`src/hw/ulra_pkg.sv`:
```
// constants and types for the ulpi register access block
// Function
// - top two bits give command class
// - class 01, low bits zero: no-pid transmit
// - transmit pid sits in low nibble
// - class 10: immediate write, 6-bit address
// - write address 2f: extended, address next
// - class 11: immediate read, 6-bit address
// - read address 2f: extended, address next
// - registers keep contents in special modes
// - commit byte after stp drops, lower nxt
// - dir stays low during register write
// - read: nxt, then dir high, nxt low
// - after turnaround drive data, drop dir
// - extended read: address then turnaround, data
// - no bus reading during turnaround cycles
// - everything on rising edge of interface clock
// - dir high while unable to accept commands
package ulra_pkg;
   localparam logic [1:0] ULRA_CLS_IDLE  = 2'h0;
   localparam logic [1:0] ULRA_CLS_TX    = 2'h1;
   localparam logic [1:0] ULRA_CLS_WRITE = 2'h2;
   localparam logic [1:0] ULRA_CLS_READ  = 2'h3;
   localparam logic [5:0] ULRA_EXT_ADDR  = 6'h2f;
   localparam logic [7:0] ULRA_IDLE_BYTE = 8'h00;
   localparam int         ULRA_REG_NUM   = 256;
   localparam logic [7:0] ULRA_REG_RESET = 8'h00;
   // startup hold of dir: 1 us at 100 ns period, least time rounds up
   localparam int         ULRA_STARTUP_NS  = 1000;
   localparam int         ULRA_CLK_NS      = 100;
   localparam int         ULRA_STARTUP_CYC =
      (ULRA_STARTUP_NS + ULRA_CLK_NS - 1) / ULRA_CLK_NS;

   typedef enum logic [3:0] {
      ULRA_S_BUSY, ULRA_S_IDLE, ULRA_S_TXPKT,
      ULRA_S_WNXT, ULRA_S_WEXT, ULRA_S_WDATA, ULRA_S_WSTP,
      ULRA_S_RNXT, ULRA_S_REXT, ULRA_S_RTURN, ULRA_S_RDATA,
      ULRA_S_RBACK
   } ulra_state_t;

   function automatic logic [1:0] ulra_class(input logic [7:0] cmd);
      return cmd[7:6];
   endfunction

   function automatic logic ulra_is_ext(input logic [7:0] cmd);
      return cmd[5:0] == ULRA_EXT_ADDR;
   endfunction
endpackage

```
`src/hw/ulra_regfile.sv`:
```
// register array of the ulpi register access block
`timescale 1ns/100ps
module ulra_regfile (
   // clock and reset
   input  wire logic       clk,
   input  wire logic       resetn,
   // write port
   input  wire logic       wr_en,
   input  wire logic [7:0] wr_addr,
   input  wire logic [7:0] wr_data,
   // read port
   input  wire logic [7:0] rd_addr,
   output      logic [7:0] rd_data
);
   import ulra_pkg::*;

   logic [7:0] mem      [ULRA_REG_NUM];
   logic [7:0] next_mem [ULRA_REG_NUM];

   // no mode input touches the array, so contents survive any mode
   always_comb begin
      for (int i = 0; i < ULRA_REG_NUM; i++) begin
         next_mem[i] = mem[i];
      end
      if (wr_en) begin
         next_mem[wr_addr] = wr_data;
      end
   end

   always_ff @(posedge clk or negedge resetn) begin
      if (!resetn) begin
         for (int i = 0; i < ULRA_REG_NUM; i++) begin
            mem[i] <= ULRA_REG_RESET;
         end
      end else begin
         mem <= next_mem;
      end
   end

   assign rd_data = mem[rd_addr];
endmodule

```
`src/hw/ulra_top.sv`:
```
// ulpi phy-side command decoder and register access sequencer
`timescale 1ns/100ps
module ulra_top (
   // clock and reset
   input  wire logic       clk,
   input  wire logic       resetn,
   // ulpi data bus, split into in, out, enable
   input  wire logic [7:0] data_in,
   output      logic [7:0] data_out,
   output      logic       data_oe,
   // ulpi control
   input  wire logic       stp,
   output      logic       dir,
   output      logic       nxt,
   // transmit path hand-off
   output      logic       tx_start,
   output      logic       tx_has_pid,
   output      logic [3:0] tx_pid
);
   import ulra_pkg::*;

   ulra_state_t state, next_state;
   logic [7:0]  addr, next_addr;
   logic [7:0]  wdata, next_wdata;
   logic [7:0]  dout, next_dout;
   logic        next_dir, next_nxt;
   logic        next_tx_start, next_tx_has_pid;
   logic [3:0]  next_tx_pid;
   logic [3:0]  wait_cnt, next_wait_cnt;
   logic        wr_en;
   logic [7:0]  rd_data;

   ulra_regfile u_regs (
      .clk     (clk),
      .resetn  (resetn),
      .wr_en   (wr_en),
      .wr_addr (addr),
      .wr_data (wdata),
      .rd_addr (addr),
      .rd_data (rd_data)
   );

   // link logic shares clk, so inputs are not synchronised
   always_comb begin
      next_state      = state;
      next_addr       = addr;
      next_wdata      = wdata;
      next_dout       = dout;
      next_dir        = dir;
      next_nxt        = nxt;
      next_tx_start   = 1'b0;
      next_tx_has_pid = tx_has_pid;
      next_tx_pid     = tx_pid;
      next_wait_cnt   = wait_cnt;
      wr_en           = 1'b0;
      case (state)
         ULRA_S_BUSY: begin
            // dir held high until ready for commands
            next_dir = 1'b1;
            if (wait_cnt == 4'(ULRA_STARTUP_CYC - 1)) begin
               next_dir   = 1'b0;
               next_state = ULRA_S_RBACK;
            end else begin
               next_wait_cnt = wait_cnt + 4'h1;
            end
         end
         ULRA_S_IDLE: begin
            // only look at the bus while dir is low
            if (!dir) begin
               case (ulra_class(data_in))
                  ULRA_CLS_TX: begin
                     if (data_in[5:4] == 2'h0) begin
                        next_tx_start   = 1'b1;
                        next_tx_has_pid = data_in[3:0] != 4'h0;
                        next_tx_pid     = data_in[3:0];
                        next_state      = ULRA_S_TXPKT;
                     end
                  end
                  ULRA_CLS_WRITE: begin
                     next_addr  = {2'h0, data_in[5:0]};
                     next_nxt   = 1'b1;
                     next_state = ulra_is_ext(data_in) ?
                                  ULRA_S_WEXT : ULRA_S_WNXT;
                  end
                  ULRA_CLS_READ: begin
                     next_addr  = {2'h0, data_in[5:0]};
                     next_nxt   = 1'b1;
                     next_state = ulra_is_ext(data_in) ?
                                  ULRA_S_REXT : ULRA_S_RNXT;
                  end
                  default: begin
                     next_state = ULRA_S_IDLE;
                  end
               endcase
            end
         end
         ULRA_S_TXPKT: begin
            // packet datapath lives elsewhere; wait for end of frame
            if (stp) begin
               next_state = ULRA_S_IDLE;
            end
         end
         ULRA_S_WEXT: begin
            // extended address byte follows the command
            next_addr  = data_in;
            next_state = ULRA_S_WNXT;
         end
         ULRA_S_WNXT: begin
            // data byte taken while nxt high, dir stays low
            next_wdata = data_in;
            next_nxt   = 1'b0;
            next_state = ULRA_S_WSTP;
         end
         ULRA_S_WSTP: begin
            // commit once stp has been seen and released
            if (stp) begin
               next_state = ULRA_S_WDATA;
            end
         end
         ULRA_S_WDATA: begin
            if (!stp) begin
               wr_en      = 1'b1;
               next_state = ULRA_S_IDLE;
            end
         end
         ULRA_S_REXT: begin
            next_addr  = data_in;
            next_state = ULRA_S_RNXT;
         end
         ULRA_S_RNXT: begin
            // take the bus and drop nxt together
            next_dir   = 1'b1;
            next_nxt   = 1'b0;
            next_state = ULRA_S_RTURN;
         end
         ULRA_S_RTURN: begin
            // turnaround: drive nothing, then present data
            next_dout  = rd_data;
            next_state = ULRA_S_RDATA;
         end
         ULRA_S_RDATA: begin
            // dout back to idle so data_out stays a plain flip-flop
            next_dout  = ULRA_IDLE_BYTE;
            next_dir   = 1'b0;
            next_state = ULRA_S_RBACK;
         end
         ULRA_S_RBACK: begin
            // bus turnaround back to link, ignore this cycle
            next_state = ULRA_S_IDLE;
         end
         default: begin
            next_state = ULRA_S_BUSY;
         end
      endcase
   end

   // all sampling and updates on the rising edge
   always_ff @(posedge clk or negedge resetn) begin
      if (!resetn) begin
         state      <= ULRA_S_BUSY;
         addr       <= 8'h00;
         wdata      <= 8'h00;
         dout       <= 8'h00;
         dir        <= 1'b1;
         nxt        <= 1'b0;
         tx_start   <= 1'b0;
         tx_has_pid <= 1'b0;
         tx_pid     <= 4'h0;
         wait_cnt   <= 4'h0;
      end else begin
         state      <= next_state;
         addr       <= next_addr;
         wdata      <= next_wdata;
         dout       <= next_dout;
         dir        <= next_dir;
         nxt        <= next_nxt;
         tx_start   <= next_tx_start;
         tx_has_pid <= next_tx_has_pid;
         tx_pid     <= next_tx_pid;
         wait_cnt   <= next_wait_cnt;
      end
   end

   // drive only in the data cycle, never in turnaround
   assign data_oe  = (state == ULRA_S_RDATA);
   assign data_out = dout;

   AST_WRITE_DIR_LOW: assert property (
      @(posedge clk) disable iff (!resetn)
      state inside {ULRA_S_WNXT, ULRA_S_WEXT, ULRA_S_WSTP, ULRA_S_WDATA}
      |-> !dir)
      else $error("dir high during write");
   AST_READ_SEQ: assert property (
      @(posedge clk) disable iff (!resetn)
      (state == ULRA_S_RNXT) |=> dir && !nxt ##1 data_oe ##1 !dir)
      else $error("read sequence wrong");
   AST_TURN_NO_DRIVE: assert property (
      @(posedge clk) disable iff (!resetn)
      $rose(dir) |-> !data_oe)
      else $error("drove during turnaround");
   AST_DATA_ONE_CYCLE: assert property (
      @(posedge clk) disable iff (!resetn)
      $rose(data_oe) |=> !data_oe && !dir)
      else $error("read data not one cycle");
   AST_CMD_ONLY_DIR_LOW: assert property (
      @(posedge clk) disable iff (!resetn)
      $rose(nxt) |-> !$past(dir))
      else $error("command taken with dir high");
   AST_COMMIT_AFTER_STP: assert property (
      @(posedge clk) disable iff (!resetn)
      wr_en |-> !stp && $past(stp))
      else $error("write committed without stp");
   AST_CLASS_WRITE: assert property (
      @(posedge clk) disable iff (!resetn)
      (state == ULRA_S_IDLE && !dir && data_in[7:6] == ULRA_CLS_WRITE)
      |=> nxt && !dir)
      else $error("write command not acknowledged");
   AST_EXT_ADDR: assert property (
      @(posedge clk) disable iff (!resetn)
      (state == ULRA_S_IDLE && !dir && data_in == 8'hef)
      |=> state == ULRA_S_REXT)
      else $error("extended read not decoded");
   AST_STARTUP_DIR: assert property (
      @(posedge clk) disable iff (!resetn)
      (state == ULRA_S_BUSY) |-> dir)
      else $error("dir low during startup");

   COV_WRITE:  cover property (@(posedge clk) disable iff (!resetn) wr_en);
   COV_READ:   cover property (@(posedge clk) disable iff (!resetn)
      $rose(data_oe));
   COV_EXTRD:  cover property (@(posedge clk) disable iff (!resetn)
      state == ULRA_S_REXT);
   COV_TX:     cover property (@(posedge clk) disable iff (!resetn) tx_start);
endmodule

```
`config.mk`:
```
export PLATFORM = sky130hd
export DESIGN_NAME = ulra_top
export DESIGN_NICKNAME = d
export VERILOG_FILES = /design/src/hw/ulra_pkg.sv /design/src/hw/ulra_regfile.sv /design/src/hw/ulra_top.sv
export SDC_FILE = /design/constraint.sdc
export NUM_CORES = 2
export LEC_CHECK = 0
export BUFFER_PORTS_ARGS = -buffer_cell sky130_fd_sc_hd__clkbuf_2
export CAP_MARGIN = 20
export CORE_MARGIN = 1.5
export CORE_UTILIZATION = 50
export CTS_BUF_LIST = sky130_fd_sc_hd__clkbuf_4 sky130_fd_sc_hd__clkbuf_8 sky130_fd_sc_hd__clkbuf_16
export DETAILED_ROUTE_END_ITERATION = 8
export PLACE_DENSITY = 0.63
export SLEW_MARGIN = 20
export SYNTH_ARGS = -nofsm -noshare
export SYNTH_HDL_FRONTEND = slang
export SYNTH_SLANG_ARGS = --single-unit
```
`constraint.sdc`:
```
create_clock -name clk -period 3.9 [get_ports clk]
set_input_delay 0.585 -clock clk [delete_from_list [all_inputs] [get_ports clk]]
set_output_delay 0.585 -clock clk [all_outputs]
set_load 0.1 [all_outputs]
```
==> flow_metrics.env <==
export IMPL_outcome="finished clean"
export IMPL_worst_slew_pin_slew_ns=1.18
export IMPL_crit_buf_inv=2
export IMPL_wl_per_cell_um=29.8
export IMPL_avgSynthCellArea_sq_um=15.3
export IMPL_io_pins=28
export IMPL_path_class="reg -> reg"
export IMPL_grt_pass1_wl_um=404000
export IMPL_drc=0
export IMPL_syn_cell_area_sq_um=95500
export IMPL_ir_drop_mv=0.552
export IMPL_vias=56100
export IMPL_cts_sinks=2088
export IMPL_cp_top_family="compound AO/OA/AOI/OAI gates"
export IMPL_worstPathRequired_ns=4.62
export IMPL_synth_largest_area_cell="dfrtp_1"
export IMPL_rsz0062_at_grt="false"
export IMPL_instances_no_fill=9024
export IMPL_cts_buffers=220
export IMPL_slew_viol_final=0
export IMPL_grtUsageTotal_pct=28.2
export IMPL_grt_max_degree=159
export IMPL_endpoint_kind="flip-flop"
export IMPL_crit_fanout=41
export IMPL_cap_violations=0
export IMPL_synthToLayoutAreaGrowth_pct=12.6
export IMPL_design_area_sq_um=108000
export IMPL_final_core_util_pct=56.6
export IMPL_placed_area_sq_um=99800
export IMPL_grt_overflow=0
export IMPL_syn_nets=6238
export IMPL_worst_path_max_delay_cell="nor3_1"
export IMPL_synth_ff_type="dfrtp_1"
export IMPL_cp_start_kind="flip-flop"
export IMPL_synth_top_area_share_pct=54.7
export IMPL_yosys_warnings=0
export IMPL_clk_pin_slew_worst_paths_ns=0.06
export IMPL_htree_levels=4
export IMPL_hold_viol=0
export IMPL_finalPower_uw=62400
export IMPL_viasPerCell=6.21
export IMPL_antenna_found_initial=15
export IMPL_first_iter_violations=4306
export IMPL_cts_root_buf="clkbuf_16"
export IMPL_synth_edff_count=0
export IMPL_drive_above_1_share_pct=53.4
export IMPL_async_reset_ff_share_pct=100
export IMPL_gp_congestion=0.867
export IMPL_ant_nets=0
export IMPL_grt_pass1_vias=58200
export IMPL_nets=6339
export IMPL_ys_ff_latch=2088
export IMPL_clk_latency_ns=0.88
export IMPL_dp_cells=8607
export IMPL_dieArea_sq_um=194000
export IMPL_finalSetupViolCount=0
export IMPL_yosysSeqAreaShare_pct=54.7
export IMPL_relSlewSlack_pct=21.6
export IMPL_port_buffers=27
export IMPL_p_per_area_nw_per_um2=580
export IMPL_arrival_ns=4.51
export IMPL_netlist_instances=6225
export IMPL_tritoncts="yes"
export IMPL_fillers=15000
export IMPL_tns_ns=0
export IMPL_cp_slowest_stage_delay_ns=0.78
export IMPL_chipWidth_um=440
export IMPL_fin_skew_ns=0.0434
export IMPL_rows=160
export IMPL_dr_pass1_iters=7
export IMPL_synthTopCellsByArea="dfrtp_1, mux2_2, mux4_2"
export IMPL_hpwlAfterDp_um=178000
export IMPL_period_needed_ns=3.79
export IMPL_coreArea_sq_um=190000
export IMPL_fmax_mhz=264
export IMPL_clockBufferDepth=3
export IMPL_period_share_pct=97.1
export IMPL_leakage_uw=0.0519
export IMPL_wl_um=269000
export IMPL_start_util_pct=50.3
export IMPL_die_h_um=440
export IMPL_hold_class="in -> reg"
export IMPL_crit_chain="buf_12 > mux4_2 > a22oi_1 > a31oi_1 > nor3_1 > buf_4 > o311a_1 > o221ai_1"
export IMPL_synthDistinctLibCells=78
## worst register-to-register path: cells and delay by family, from the launching register on
kind,cells,cell delay [ns]
buffers and inverters,2,0.65
DFF,1,0.72
muxes,1,0.62
and+or+nand+nor,1,0.79
AOI/OAI and AO/OA,4,0.87
## state kept, by name (all words and copies together) (netlist names)
signal / flops
u_regs.mem: 2048
addr: 8
data_out: 8
wdata: 8
state: 4
tx_pid: 4
wait_cnt: 4
dir: 1
nxt: 1
tx_has_pid: 1
tx_start: 1
## cell usage in the layout (no fill, tap or decap), types with 12 or more instances in the layout
master and instances:
dfrtp_1 2073, mux2_2 2071, mux4_2 446, buf_4 235
clkbuf_16 221, nand2_1 177, mux2i_1 147, a22oi_1 143
nor2_2 109, nand3_1 69, buf_12 64, clkbuf_8 58
nor2_1 57, clkbuf_4 53, a21oi_1 46, o21ai_0 41
clkinv_2 41, nand2_2 35, nand4_1 26, clkbuf_2 26
nor3_1 25, nor2b_1 23, a221oi_1 23, nor2_4 21
and3_1 16, a211oi_1 15, nand2b_1 14, bufinv_16 14
nor3_2 13, mux2_1 12, a31oi_1 12
## synthesized netlist by cell type, types with 22 or more instances
master	instances
clkbuf_1	271
a221oi_1	23
nor2_2	109
buf_2	106
nand2_1	182
nand3_1	69
nand2_2	30
buf_6	22
a21oi_1	46
mux2_2	2071
dfrtp_1	2087
nor3_1	32
mux2i_1	147
nor2b_1	26
a22oi_1	143
buf_4	38
o21ai_0	41
nor2_1	62
nand4_1	26
mux4_2	446
## logic make-up (layout without fill, tap and decap cells)
family / Yosys count / count (layout) / share of synthesized area (%)
AOI/OAI and AO/OA: 358 / 358 / 2.67
muxes: 2676 / 2676 / 36.6
other: 0 / 4 / 0
adders and majority gates: 2 / 2 / 0.0262
buffers and inverters: 458 / 742 / 2.29
and+or+nand+nor: 638 / 638 / 3.68
xor gates and xnor gates: 5 / 5 / 0.0458
DFF: 2088 / 2088 / 54.7
## area by class of cell
type / instances / area (sq um) / share of cell area [%]
well taps: 2511 / 3140 / 2.92
diodes: 4 / 10.0 / 0.00930
clock buffers: 331 / 6720 / 6.24
multi-input cells: 3679 / 41200 / 38.3
inverters: 9 / 33.8 / 0.0314
flip-flops and latches: 2088 / 52300 / 48.6
clock inverters: 74 / 948 / 0.881
repair buffers: 328 / 3200 / 2.98
## metrics by stage
stage               setup WS [ns]  hold WS, ns
finish                      0.112       0.0714
global route               0.0496       0.0563
CTS                        0.0497       0.0284
detailed placement         -0.232        0.469
global placement           -0.145        0.460
floorplan                    1.48        0.289
## worst paths after layout
check,from,end,slack [ns],cells after the start
max,addr[0],data_out[2],0.11,8
max reg2reg,addr[0],data_out[2],0.11,8
min reg2reg,wait_cnt[3],wait_cnt[3],0.48,1
max in group asynchronous,resetn,wdata[1],2.26,4
min,data_in[3],tx_pid[3],0.07,3
min in group asynchronous,resetn,u_regs.mem[109],0.31,2
## repair_timing
| action | 4_1_cts | 5_1_grt |
|---|---|---|
| endpoints found under the hold margin | 38 | 0 |
| endpoints found under the setup margin | 128 | 2 |
| resized for setup | 0 | 3 |
| setup buffers | 5 | 0 |
| pin swaps | 2 | 0 |
| hold buffers | 2 | 0 |
## power by group
group          switching (uW)  total (uW)  internal, uW
Sequential               1810       24100         22300
Combinational           11300       16500          5220
Clock                    8960       21800         12800
Total                   22100       62400         40300
## layer usage
layer / up-vias / track usage, % / routed length (um)
met5: - / 0 / 54
met4: 10 / 9.29 / 9200
met3: 439 / 5.39 / 15700
met2: 1472 / 43.4 / 126000
met1: 30700 / 40.3 / 118000
li1: 23500 / - / -
(Power assumes the default switching activity.)
